## config.mk

```make
export PLATFORM = sky130hd
export DESIGN_NAME = ppcf_pad_config
export DESIGN_NICKNAME = d
export VERILOG_FILES = /design/src/logic/ppcf_pad_config.v /design/src/logic/ppcf_glitch_filter.v
export VERILOG_INCLUDE_DIRS = /design/src /design/src/logic
export SDC_FILE = /design/constraint.sdc
export NUM_CORES = 1
export LEC_CHECK = 0
export BUFFER_PORTS_ARGS = -buffer_cell sky130_fd_sc_hd__clkbuf_2
export CAP_MARGIN = 20
export CORE_ASPECT_RATIO = 0.6
export CORE_MARGIN = 3
export CORE_UTILIZATION = 40
export DETAILED_ROUTE_END_ITERATION = 16
export HOLD_SLACK_MARGIN = 0.1
export PLACE_DENSITY = 0.74
export REMOVE_ABC_BUFFERS = 1
export SKIP_CTS_REPAIR_TIMING = 1
export SLEW_MARGIN = 20
export SYNTH_ARGS = -nofsm -noshare
export SYNTH_HDL_FRONTEND = slang
export SYNTH_SLANG_ARGS = --single-unit
```

## constraint.sdc

```tcl
create_clock -name i_clk_sys -period 2.6 [get_ports i_clk_sys]
set_input_delay 0.13 -clock i_clk_sys [delete_from_list [all_inputs] [get_ports i_clk_sys]]
set_output_delay 0.13 -clock i_clk_sys [all_outputs]
set_load 0.005 [all_outputs]
```

## src/logic/ppcf_defines.vh

```
// constants for the pad configuration and input filter block
// assumes a 32-bit register port with byte addresses as printed
`ifndef PPCF_DEFINES_VH
`define PPCF_DEFINES_VH
`define PPCF_ADDR_P0_31     32'h4004408C
`define PPCF_ADDR_P1_0      32'h40044090
`define PPCF_PULL_LSB       3
`define PPCF_PULL_MSB       4
`define PPCF_SCHMITT_BIT    5
`define PPCF_FLIP_BIT       6
`define PPCF_RSVD_LSB       7
`define PPCF_RSVD_MSB       9
`define PPCF_DRAIN_BIT      10
`define PPCF_FMODE_LSB      11
`define PPCF_FMODE_MSB      12
`define PPCF_FDIV_LSB       13
`define PPCF_FDIV_MSB       15
`define PPCF_RSVD_VAL       3'h1
`define PPCF_SCHMITT_RST    1'h1
`define PPCF_FMODE_RST      2'h0
`define PPCF_FDIV_RST       3'h0
`define PPCF_PULL_NONE      2'h0
`define PPCF_PULL_DOWN      2'h1
`define PPCF_PULL_UP        2'h2
`define PPCF_PULL_KEEP      2'h3
`define PPCF_FDIV_BAD       3'h7
`define PPCF_NUM_DIV        7
`endif

```

## src/logic/ppcf_pad_config.v

```verilog
// pad configuration registers and input conditioning for two pins
// assumes divider enables are one-cycle pulses on i_clk_sys and pins are synchronous
// Contract
// - pull field bits 4:3 selects none, pull-down, pull-up or bus keeper.
// - polarity bit 6 inverts the pin level seen by the read path.
// - bit 10 makes output drive only low; high is released, emulated.
// - filter mode 0 at bits 12:11 bypasses the filter; resets to 0.
// - filter modes 1..3 need the change held for 1..3 sampling clocks.
// - bits 15:13 pick one of seven divider enables; reset picks divider 0.
//
// Our own choice: strobed register access.
`include "ppcf_defines.vh"
module ppcf_pad_config (
    input  wire        i_clk_sys,
    input  wire        i_srst,
    input  wire [31:0] i_addr,
    input  wire [31:0] i_wdata,
    input  wire        i_wr,
    input  wire        i_rd,
    output reg  [31:0] o_rdata,
    input  wire [3:0]  i_boot_pull,
    input  wire [6:0]  i_div_en,
    input  wire [1:0]  i_pin_in,
    input  wire [1:0]  i_out_data,
    input  wire [1:0]  i_out_en,
    output wire [1:0]  o_pin_out,
    output wire [1:0]  o_pin_oe,
    output wire [1:0]  o_pin_level,
    output wire [1:0]  o_pull_down,
    output wire [1:0]  o_pull_up,
    output wire [1:0]  o_keeper,
    output wire [1:0]  o_schmitt_enable
);
    reg  [1:0]  pull_reg [0:1];
    reg  [1:0]  schmitt_reg;
    reg  [1:0]  flip_reg;
    reg  [1:0]  drain_reg;
    reg  [1:0]  fmode_reg [0:1];
    reg  [2:0]  fdiv_reg  [0:1];
    reg         boot_load_reg;
    reg  [31:0] rdata_next;
    wire [1:0]  hit;
    wire [1:0]  filt_out;

    assign hit[0] = (i_addr == `PPCF_ADDR_P0_31);
    assign hit[1] = (i_addr == `PPCF_ADDR_P1_0);

    // boot pull values are caught one edge after reset release, never in reset itself
    always @(posedge i_clk_sys) begin
        if (i_srst) begin
            boot_load_reg <= 1'h1;
        end else begin
            boot_load_reg <= 1'h0;
        end
    end

    genvar g;
    generate
        for (g = 0; g < 2; g = g + 1) begin : g_pin
            wire [1:0] pull_sel;
            wire       sample_en;

            // register fields; a write in the boot load cycle loses to the boot value
            always @(posedge i_clk_sys) begin
                if (i_srst) begin
                    pull_reg[g]    <= `PPCF_PULL_NONE;
                    schmitt_reg[g] <= `PPCF_SCHMITT_RST;
                    flip_reg[g]    <= 1'h0;
                    drain_reg[g]   <= 1'h0;
                    fmode_reg[g]   <= `PPCF_FMODE_RST;
                    fdiv_reg[g]    <= `PPCF_FDIV_RST;
                end else if (boot_load_reg) begin
                    pull_reg[g] <= i_boot_pull[2*g+1:2*g];
                end else if (i_wr && hit[g]) begin
                    pull_reg[g]    <= i_wdata[`PPCF_PULL_MSB:`PPCF_PULL_LSB];
                    schmitt_reg[g] <= i_wdata[`PPCF_SCHMITT_BIT];
                    flip_reg[g]    <= i_wdata[`PPCF_FLIP_BIT];
                    drain_reg[g]   <= i_wdata[`PPCF_DRAIN_BIT];
                    fmode_reg[g]   <= i_wdata[`PPCF_FMODE_MSB:`PPCF_FMODE_LSB];
                    fdiv_reg[g]    <= i_wdata[`PPCF_FDIV_MSB:`PPCF_FDIV_LSB];
                end
            end

            // pull decode to the pad controls
            assign pull_sel       = pull_reg[g];
            assign o_pull_down[g] = (pull_sel == `PPCF_PULL_DOWN);
            assign o_pull_up[g]   = (pull_sel == `PPCF_PULL_UP);
            assign o_keeper[g]    = (pull_sel == `PPCF_PULL_KEEP);
            assign o_schmitt_enable[g] = schmitt_reg[g];

            // value 7 has no source; it selects nothing so the filter simply holds
            assign sample_en = (fdiv_reg[g] == `PPCF_FDIV_BAD) ? 1'h0
                             : i_div_en[fdiv_reg[g]];

            ppcf_glitch_filter u_filt (
                .i_clk_sys   (i_clk_sys),
                .i_srst      (i_srst),
                .i_pin       (i_pin_in[g]),
                .i_mode      (fmode_reg[g]),
                .i_sample_en (sample_en),
                .o_level     (filt_out[g])
            );

            // polarity applies after the filter on the read path
            assign o_pin_level[g] = filt_out[g] ^ flip_reg[g];

            // emulated open drain: drive low only, release for a high
            assign o_pin_out[g] = drain_reg[g] ? 1'h0 : i_out_data[g];
            assign o_pin_oe[g]  = drain_reg[g] ? (i_out_en[g] & ~i_out_data[g])
                                               : i_out_en[g];
        end
    endgenerate

    // read mux; reserved 9:7 always read their fixed pattern, unmapped reads zero
    always @* begin
        rdata_next = 32'h00000000;
        if (hit[0] || hit[1]) begin
            rdata_next[`PPCF_PULL_MSB:`PPCF_PULL_LSB] = hit[0] ? pull_reg[0] : pull_reg[1];
            rdata_next[`PPCF_SCHMITT_BIT] = hit[0] ? schmitt_reg[0] : schmitt_reg[1];
            rdata_next[`PPCF_FLIP_BIT]    = hit[0] ? flip_reg[0] : flip_reg[1];
            rdata_next[`PPCF_RSVD_MSB:`PPCF_RSVD_LSB] = `PPCF_RSVD_VAL;
            rdata_next[`PPCF_DRAIN_BIT]   = hit[0] ? drain_reg[0] : drain_reg[1];
            rdata_next[`PPCF_FMODE_MSB:`PPCF_FMODE_LSB] = hit[0] ? fmode_reg[0] : fmode_reg[1];
            rdata_next[`PPCF_FDIV_MSB:`PPCF_FDIV_LSB]   = hit[0] ? fdiv_reg[0] : fdiv_reg[1];
        end
    end

    // read data stand only in the cycle after the strobe
    always @(posedge i_clk_sys) begin
        if (i_srst) begin
            o_rdata <= 32'h00000000;
        end else if (i_rd) begin
            o_rdata <= rdata_next;
        end else begin
            o_rdata <= 32'h00000000;
        end
    end
endmodule

```

## src/logic/ppcf_glitch_filter.v

```verilog
// glitch filter for one pin input, sampled on a divider enable pulse
// assumes the pin input is already synchronous to i_clk_sys
`include "ppcf_defines.vh"
module ppcf_glitch_filter (
    input  wire       i_clk_sys,
    input  wire       i_srst,
    input  wire       i_pin,
    input  wire [1:0] i_mode,
    input  wire       i_sample_en,
    output wire       o_level
);
    reg       filt_reg;
    reg [1:0] cnt_reg;

    // count samples that differ from the held level; a matching sample restarts
    always @(posedge i_clk_sys) begin
        if (i_srst) begin
            filt_reg <= 1'h0;
            cnt_reg  <= 2'h0;
        end else if (i_mode == `PPCF_FMODE_RST) begin
            filt_reg <= i_pin; // track so that enabling the filter causes no edge
            cnt_reg  <= 2'h0;
        end else if (i_sample_en) begin
            if (i_pin == filt_reg) begin
                cnt_reg <= 2'h0;
            end else if (cnt_reg + 2'h1 >= i_mode) begin
                filt_reg <= i_pin;
                cnt_reg  <= 2'h0;
            end else begin
                cnt_reg <= cnt_reg + 2'h1;
            end
        end
    end

    // bypass is combinational so mode 0 adds no latency
    assign o_level = (i_mode == `PPCF_FMODE_RST) ? i_pin : filt_reg;
endmodule

```

==> results of run 1 <==
metrics by stage:
stage	total power (W)	area (um^2)	hold WS (ns)	setup WS, ns
final	0.001300	2776	0.1299	0.4789
after detailed placement	0.0008156	2640	0.3722	0.4789
after global routing	0.001355	2776	0.1373	0.3347
after global placement	0.0008100	2640	0.3620	0.5278
after floorplan	0.0007312	2115	0.1577	0.7730
after CTS	0.001299	2746	0.06670	0.4655
cells in the final DEF, fill, tap and decap left out, types with 2 or more instances in the layout:
cell	Yosys	final
a21oi_1	3	3
nor3b_1	2	2
xnor2_1	4	4
a31oi_1	2	2
or3b_1	2	2
xor2_1	2	2
nor2b_1	9	9
nor4b_1	2	2
o2bb2ai_1	2	2
dfxtp_1	24	24
a32oi_1	2	2
and2_1	3	3
nand2b_1	6	6
inv_1	18	18
a21oi_2	9	9
conb_1	1	21
o21ai_0	3	3
edfxtp_1	14	14
dlygate4sd3_1	0	3
nor3_1	13	13
mux4_2	2	2
a22o_1	4	4
or4b_1	3	3
nand2_1	26	26
a21boi_0	2	2
a2111oi_0	2	2
mux2i_1	10	10
and4_1	2	2
ha_1	4	4
o211ai_1	2	2
clkbuf_8	0	5
nor2_1	7	7
nand3_1	2	2
nand3b_1	2	2
clkbuf_2	0	87
clkbuf_1	5	2
layout make-up:
class | instances | area (um^2) | area share, %
clock inverters | 1 | 30.03 | 1.082
clock buffers | 7 | 76.32 | 2.749
flip-flops and latches | 38 | 900.9 | 32.45
inverters | 18 | 67.56 | 2.434
repair buffers | 91 | 473.0 | 17.03
well taps | 66 | 82.58 | 2.974
multi-input cells | 166 | 1146 | 41.28
power by group through the flow:
stage	logic [W]	clock network [W]	registers, W
2_1_floorplan	0.0000822	0	0.000649
3_3_place_gp	0.000158	0	0.000652
3_5_place_dp	0.000163	0	0.000653
4_1_cts	0.000163	0.000496	0.000639
5_1_grt	0.000187	0.000527	0.000641
6_report	0.000167	0.000493	0.000639
per-layer routing:
| metal | vias to the layer above | part of all wire [%] |
|---|---|---|
| met1 | 843 | 47 |
| met2 | 96 | 43 |
| met5 | - | 0 |
| met3 | 5 | 9.2 |
| li1 | 950 | - |
| met4 | 0 | 0.53 |
worst max-delay path: cells and delay by family, from the launching register on:
family          cells  cell delay, ns
compound gates      1            0.28
buf+inv             1            0.27
flops               1            0.35
simple gates        2            0.90
cell usage after synthesis, types with 3 or more instances:
library cell	count
dfxtp_1	24
a22o_1	4
ha_1	4
edfxtp_1	14
and2_1	3
a21oi_1	3
mux2i_1	10
buf_4	21
a21oi_2	9
nor3_1	13
nor2_1	7
inv_1	18
clkbuf_1	5
nand2_1	26
nand2b_1	6
nor2b_1	9
o21ai_0	3
or4b_1	3
xnor2_1	4
cell families (layout without fill, tap and decap cells):
group,after synthesis,after routing
and+or+nand+nor,88,88
buffers and inverters,47,117
DFF,38,38
AOI/OAI and AO/OA,35,35
muxes,12,12
xor gates and xnor gates,6,6
adders and majority gates,4,4
other,1,21
worst paths after layout:
path | to | startpoint | cells past startpoint
setup reg to reg | fmode_reg[1][0] | boot_load_reg | 4
hold reg to reg | o_schmitt_enable[1] | o_schmitt_enable[1] | 2
hold / removal | pull_reg[1][1] | i_boot_pull[3] | 3
setup / recovery | fmode_reg[1][0] | boot_load_reg | 4
==> reports/qor.yml, run 1 <==
dp.cells: 376
path_cells: "or4b_2, nor4_4, a31oi_1, inv_1"
port_buffers: 87
routed_via_density: 4.894
max_freq_mhz: 471.5
yosys_most_used_dff: "dfxtp_1"
synth_mux_area_share_pct: 6.488
drt_pass1_iterations: 4
grt_pass1_wl_um: 8590
die_area_um2: 6556
synth_top_family_by_area: "simple AND/OR/NAND/NOR gates"
ios: 131
gp_congestion: 0.7789
wl_per_cell_um: 14.07
crit_fanout: 5
busiest_layer: "met2"
grt_use_met1_pct: 24.24
cp-end-kind: "flip-flop"
synthCells: 231
antenna_cells: 0
synth_xor_xnor_area_share_pct: 2.349
drive_gt1_share_pct: 35.20
largest_reg_flops: 11
worst_hold_path_type: "input port to flip-flop"
numCtsBuffers: 5
grt_max_degree: 16
skew_ns: 0.01369
clkSlewWorstSetupHoldPaths_ns: 0.08
grt_use_met3_pct: 4.798
clkPwrFrac_pct: 38.0
synth_edf_count: 14
sequentialPowerShare_pct: 49.2
finalNonFillerCells: 387
clock_path_buffers: 2
start_util_pct: 42.78
synthTopCellsByArea: "dfxtp_1 21%, edfxtp_1 19%, buf_4 7.0%"
grt_usage_pct: 16.79
core_area_um2: 5230
htreeDepth: 2
cts_tree: "done"
insertion_delay_ns: 0.29
grt_overflow: 0
cts_sinks: 38
synth_top_area_share_pct: 21.48
yosysWarnings: 0
place_hpwl_um: 4426
power.leakage_nw: 1.296
die_y_um: 63.93
finalSetupTns_ns: 0
hold_viol: 0
rsz0062_at_grt: "false"
num_vias: 1894
crit_type: "flip-flop to flip-flop"
p_sw_w: 0.0003030
cp-start-kind: "flip-flop"
arrival_ns: 2.09
outcome: "finished, final reports clean"
nFillCells: 490
ir_drop_mv: 0.2217
slowest_stage: "or4b_2"
grt_pass1_vias: 1880
swShare_pct: 23.31
fin_crit_ns: 2.121
gr-usage-met2_pct: 24.68
async_flop_share_pct: 0
drt_iter0_drc: 102
synth_compound_area_share_pct: 12.30
synthAdderAreaFrac_pct: 2.237
seq_area_frac_synth_pct: 40.27
fin_util_pct: 53.09
dieWidth_um: 102.5
slew_headroom_pct: 42.44
power_density_nw_per_um2: 468.1
area_growth_pct: 24.10
worstMarginPinSlew_ns: 0.8634
power_frac_comb_pct: 12.8
finalCritPeriodShare_pct: 81.58
drc_errors: 0
synth.distinct_cells: 49
p_int_w: 0.0009967
synth_area_um2: 2237
clockRootBuffer: "clkbuf_8"
row_count: 20
ant_nets: 0
slew_viol_final: 0
antenna_found_initial: 0
yosys.area.top_type: "dfxtp_1"
setup_violations: 0
rrSetupSlack_ns: 0.48
crit_required_ns: 2.57
fin_nets: 409
synth_seq_cells: 38
yosys.area_share.simple_pct: 24.33
max_stage_delay_ns: 0.66
drt_wl_total_um: 5447
maxCapViolCount: 0
avgSynthCellArea_um2: 9.685
No activity file was read; power rests on OpenSTA's default activity.
==> inputs of run 2 (changes only) <==
--- a/config.mk
+++ b/config.mk
@@ -13,7 +13,7 @@
 export CORE_UTILIZATION = 40
 export DETAILED_ROUTE_END_ITERATION = 16
 export HOLD_SLACK_MARGIN = 0.1
-export PLACE_DENSITY = 0.74
+export PLACE_DENSITY = 0.77
 export REMOVE_ABC_BUFFERS = 1
 export SKIP_CTS_REPAIR_TIMING = 1
 export SLEW_MARGIN = 20
==> constraint.sdc (replaced) <==
create_clock -name i_clk_sys -period 1.7 [get_ports i_clk_sys]
set_input_delay 0.085 -clock i_clk_sys [delete_from_list [all_inputs] [get_ports i_clk_sys]]
set_output_delay 0.085 -clock i_clk_sys [all_outputs]
set_load 0.005 [all_outputs]
==> run 2 against run 1 <==
  * The flow now finishes with violations (setup timing)
  * Largest cell class unchanged
  * Count of clock-buffer cells in the layout down 1
  * Sequential share of layout area shrank 2.3 points
  * Cell count is 5.7% higher
  * Worst hold slack worse by 0.029 ns
  * Total power is 46% higher
  * Global-route usage increased by 0.16 points
==> reports/qor.yml, run 2 (synthesis results as in run 1) <==
fin_nets: 431
ant_nets: 0
grt_pass1_wl_um: 8604
routed_via_density: 4.824
wl_met2_um: 2486
wl_met3_um: 514
power.leakage_nw: 1.408
drt_iter0_drc: 77
gp_congestion: 0.8166
setup_violations: 29
largest_reg_flops: 11
multi_input_area_um2: 1214
drc_errors: 0
rsz0062_at_grt: "true"
drive_gt1_share_pct: 41.98
ir_drop_mv: 0.2925
skew_ns: 0.003464
num_vias: 1973
grt_max_degree: 16
regArea_um2: 903.4
core_area_um2: 5230
clkSlewWorstSetupHoldPaths_ns: 0.08
port_buffers: 87
maxCapViolCount: 0
crit_fanout: 4
ios: 131
nFillCells: 464
violations: "setup timing"
setup_ws_ns: -0.1846
area_growth_pct: 34.12
mostFrequentLayoutCell: "clkbuf_2"
wirelength_met1_um: 2680
slew_viol_final: 0
worst_hold_path_type: "input port to flip-flop"
hold_viol: 0
finalSetupTns_ns: -3.906
die_area_um2: 6556
grt_overflow: 0
outcome: "complete, but fails checks"
arrival_ns: 2.07
max_freq_mhz: 530.6
final_cell_mix: "87 x clkbuf_2, 26 x nand2_1, 22 x dfxtp_1, 21 x conb_1, 18 x buf_4"
cp-start-kind: "flip-flop"
cts_tree: "done"
place_hpwl_um: 4572
cts_sinks: 38
clockRootBuffer: "clkbuf_8"
power_density_nw_per_um2: 631.6
grt_usage_pct: 16.95
row_count: 20
fin_crit_ns: 1.885
htreeDepth: 2
finalCritPeriodShare_pct: 110.9
die_y_um: 63.93
finalNonFillerCells: 409
grt_pass1_vias: 1878
crit_required_ns: 1.89
dp.cells: 392
crit_type: "flip-flop to flip-flop"
dieWidth_um: 102.5
numCtsBuffers: 5
clock_path_buffers: 2
start_util_pct: 42.78
drt_wl_total_um: 5738
worstMarginPinSlew_ns: 0.5431
fin_util_pct: 57.37
antenna_found_initial: 0
wl_per_cell_um: 14.03
cp-end-kind: "flip-flop"
drt_pass1_iterations: 4
antenna_cells: 0
slew_headroom_pct: 63.66
insertion_delay_ns: 0.29
highest_layer: "met4"
hold-worst-slack_ns: 0.1013
## run 2: cell count changes in the layout (fill, tap and decap cells not counted), moves of 3 or more
| cell | delta |
|---|---|
| buf_4 | +17 |
| dlygate4sd3_1 | +4 |
| nand2b_1 | -3 |
| nand2b_4 | +3 |
| o21ai_0 | -3 |
| o21ai_1 | +3 |
## run 2: path summary, 6_finish.rpt
| kind | from | endpoint | slack, ns | cells past startpoint |
|---|---|---|---|---|
| setup / recovery | boot_load_reg | flip_reg[0] | -0.18 | 5 |
| hold / removal | i_wdata[3] | pull_reg[0][0] | 0.10 | 2 |
| setup reg to reg | boot_load_reg | flip_reg[0] | -0.18 | 5 |
| hold reg to reg | o_schmitt_enable[1] | o_schmitt_enable[1] | 0.49 | 2 |
## run 2: metal layers
metal,vias to the layer above,GRT usage (%)
met5,-,0
met4,0,5.892
met2,81,24.12
met1,889,24.42
met3,6,4.689
li1,997,-
## run 2: worst max-delay path, stage by stage (launching register included)
cell,delay (ns)
dfxtp_1,0.31
or4b_4,0.50
nor4_4,0.40
a31oi_2,0.18
buf_4,0.20
a22o_1,0.18
## run 2: area by class of cell
type / count / share of cell area [%]
clock buffers: 6 / 2.419
clock inverters: 2 / 0.2919
inverters: 18 / 2.252
multi-input cells: 166 / 40.45
flip-flops and latches: 38 / 30.11
well taps: 66 / 2.752
repair buffers: 113 / 21.73
## run 2: power breakdown
part	leakage, nW	switching, W	internal [W]
Combinational	1.02	0.000146	0.000162
Clock	0.0426	0.000327	0.000282
Sequential	0.348	0.0000174	0.000960
Total	1.41	0.000491	0.00140
## run 2: per-stage QoR
stage / area, um^2 / setup WS [ns] / total power, W
6_report: 3000 / -0.1846 / 0.001895
5_1_grt: 3000 / -0.2590 / 0.001968
4_1_cts: 2841 / -0.2116 / 0.001870
3_5_place_dp: 2760 / -0.2022 / 0.001269
3_3_place_gp: 2760 / -0.1520 / 0.001261
2_1_floorplan: 2115 / -0.1270 / 0.001118
==> inputs of run 3 (changes only) <==
--- a/config.mk
+++ b/config.mk
@@ -14,7 +14,6 @@
 export DETAILED_ROUTE_END_ITERATION = 16
 export HOLD_SLACK_MARGIN = 0.1
 export PLACE_DENSITY = 0.77
-export REMOVE_ABC_BUFFERS = 1
 export SKIP_CTS_REPAIR_TIMING = 1
 export SLEW_MARGIN = 20
 export SYNTH_ARGS = -nofsm -noshare
==> run 3 against run 2 <==
  * The run still ends with setup timing left
  * Sequential cell count stayed put
  * Clock power down 2%
  * Sequential share of layout area is 0.19 points lower
  * Critical path type unchanged
==> reports/qor.yml, run 3 (synthesis results as in run 1) <==
min_path_cells: 3
min_to: "pull_reg[1][0]"
core_area_um2: 5230
ant_nets: 0
hold-worst-slack_ns: 0.08705
routed_via_density: 4.904
antenna_found_initial: 0
dieWidth_um: 102.5
clockRootBuffer: "clkbuf_8"
final_cell_mix: "86 x clkbuf_2, 26 x nand2_1, 23 x dfxtp_1, 21 x conb_1, 16 x inv_1"
die_area_um2: 6556
hold_path.startpoint: "i_boot_pull[2]"
die_y_um: 63.93
grt_usage_pct: 16.36
largest_reg_flops: 11
gp_congestion: 0.8736
drt_pass1_iterations: 4
grt_pass1_wl_um: 8307
drt_iter0_drc: 116
cts_tree: "done"
cts_sinks: 38
violations: "setup timing"
ios: 131
mostFrequentLayoutCell: "clkbuf_2"
power_density_nw_per_um2: 623.0
rrSetupSlack_ns: -0.14
worst_hold_path_type: "input port to flip-flop"
hold_viol: 0
clkSlewWorstSetupHoldPaths_ns: 0.07
nFillCells: 456
p_int_w: 0.001403
place_area_um2: 2775
rsz0062_at_grt: "true"
crit_required_ns: 1.94
slew_viol_final: 0
swShare_pct: 25.34
grt_max_degree: 16
r2r_start: "fdiv_reg[1][0]"
start_util_pct: 42.78
power_frac_comb_pct: 16.2
area_growth_pct: 34.79
arrival_ns: 2.08
maxCapViolCount: 0
setup_violations: 23
num_vias: 1986
port_buffers: 87
ir_drop_mv: 0.3132
power.leakage_nw: 1.410
sequentialPowerShare_pct: 52.0
drt_wl_total_um: 5529
numCtsBuffers: 5
grt_overflow: 0
clkPwrFrac_pct: 31.8
crit_type: "flip-flop to flip-flop"
max_freq_mhz: 544.0
drc_errors: 0
finalCritPeriodShare_pct: 108.1
cp-start-kind: "flip-flop"
row_count: 20
fin_crit_ns: 1.838
p_sw_w: 0.0004761
clock_path_buffers: 2
place_hpwl_um: 4533
r2r_end: "g_pin[1].u_filt.filt_reg"
cp-end-kind: "flip-flop"
skew_ns: 0.009272
antenna_cells: 0
fin_nets: 427
crit_fanout: 5
wl_per_cell_um: 13.65
final_area_um2: 3015
htreeDepth: 2
drive_gt1_share_pct: 43.07
grt_pass1_vias: 1770
insertion_delay_ns: 0.29
outcome: "complete, but fails checks"
setup_ws_ns: -0.1383
r2r_cells: 4
==> run 3: cell types whose count changed in the layout (fill, tap and decap cells not counted), sizes merged <==
cell         previous run  this run
dlygate4sd3             7         4
clkbuf                 93        92
==> run 3: critical path, cell delays in order (launching register included) <==
cell and delay (ns):
edfxtp_1 0.51, nand2b_4 0.19, mux4_2 0.52, or4b_1 0.48
nand3_1 0.07
==> run 3: power groups by stage <==
stage          sequential, W  combinational (W)  clock [W]
3_5_place_dp        0.000998           0.000276          0
5_1_grt             0.000980           0.000337   0.000637
6_report            0.000978           0.000304   0.000597
2_1_floorplan       0.000991           0.000171          0
4_1_cts             0.000977           0.000277   0.000598
3_3_place_gp        0.000997           0.000269          0
==> run 3: cell type report <==
type | instances | area [um^2] | area share, %
repair buffers | 109 | 641.9 | 21.29
multi-input cells | 166 | 1239 | 41.08
flip-flops and latches | 38 | 902.1 | 29.92
clock buffers | 6 | 72.57 | 2.407
clock inverters | 2 | 10.01 | 0.3320
inverters | 18 | 67.56 | 2.241
well taps | 66 | 82.58 | 2.739
==> run 3: how the worst max path moves through the flow <==
stage | from | endpoint | slack [ns] | cells after the start
floorplan | boot_load_reg | pull_reg[1][0] | -0.07 | 4
global placement | boot_load_reg | drain_reg[0] | -0.13 | 5
detailed placement | boot_load_reg | drain_reg[0] | -0.15 | 5
CTS | fdiv_reg[0][0] | g_pin[0].u_filt.filt_reg | -0.17 | 4
global route | fdiv_reg[1][0] | g_pin[1].u_filt.filt_reg | -0.19 | 4
finish | fdiv_reg[1][0] | g_pin[1].u_filt.filt_reg | -0.14 | 4
==> run 3: through the flow <==
stage | util (%) | setup WS [ns] | instances | TNS [ns] | total power (W)
after floorplan | - | -0.06530 | 251 | -0.8956 | 0.001162
final | 57.66 | -0.1383 | 405 | -1.262 | 0.001879
after global placement | 53.06 | -0.1258 | 390 | -3.085 | 0.001266
after CTS | 54.64 | -0.1666 | 398 | -4.075 | 0.001852
after detailed placement | 53.06 | -0.1540 | 390 | -4.310 | 0.001274
after global routing | 57.66 | -0.1943 | 405 | -2.866 | 0.001954
==> run 3: layer usage <==
metal | global-route usage, % | vias to the layer above | wire [um]
met5 | 0 | - | 0
li1 | - | 992 | -
met4 | 3.437 | 0 | 31
met2 | 24.20 | 97 | 2467
met3 | 5.125 | 4 | 581
met1 | 23.35 | 893 | 2449
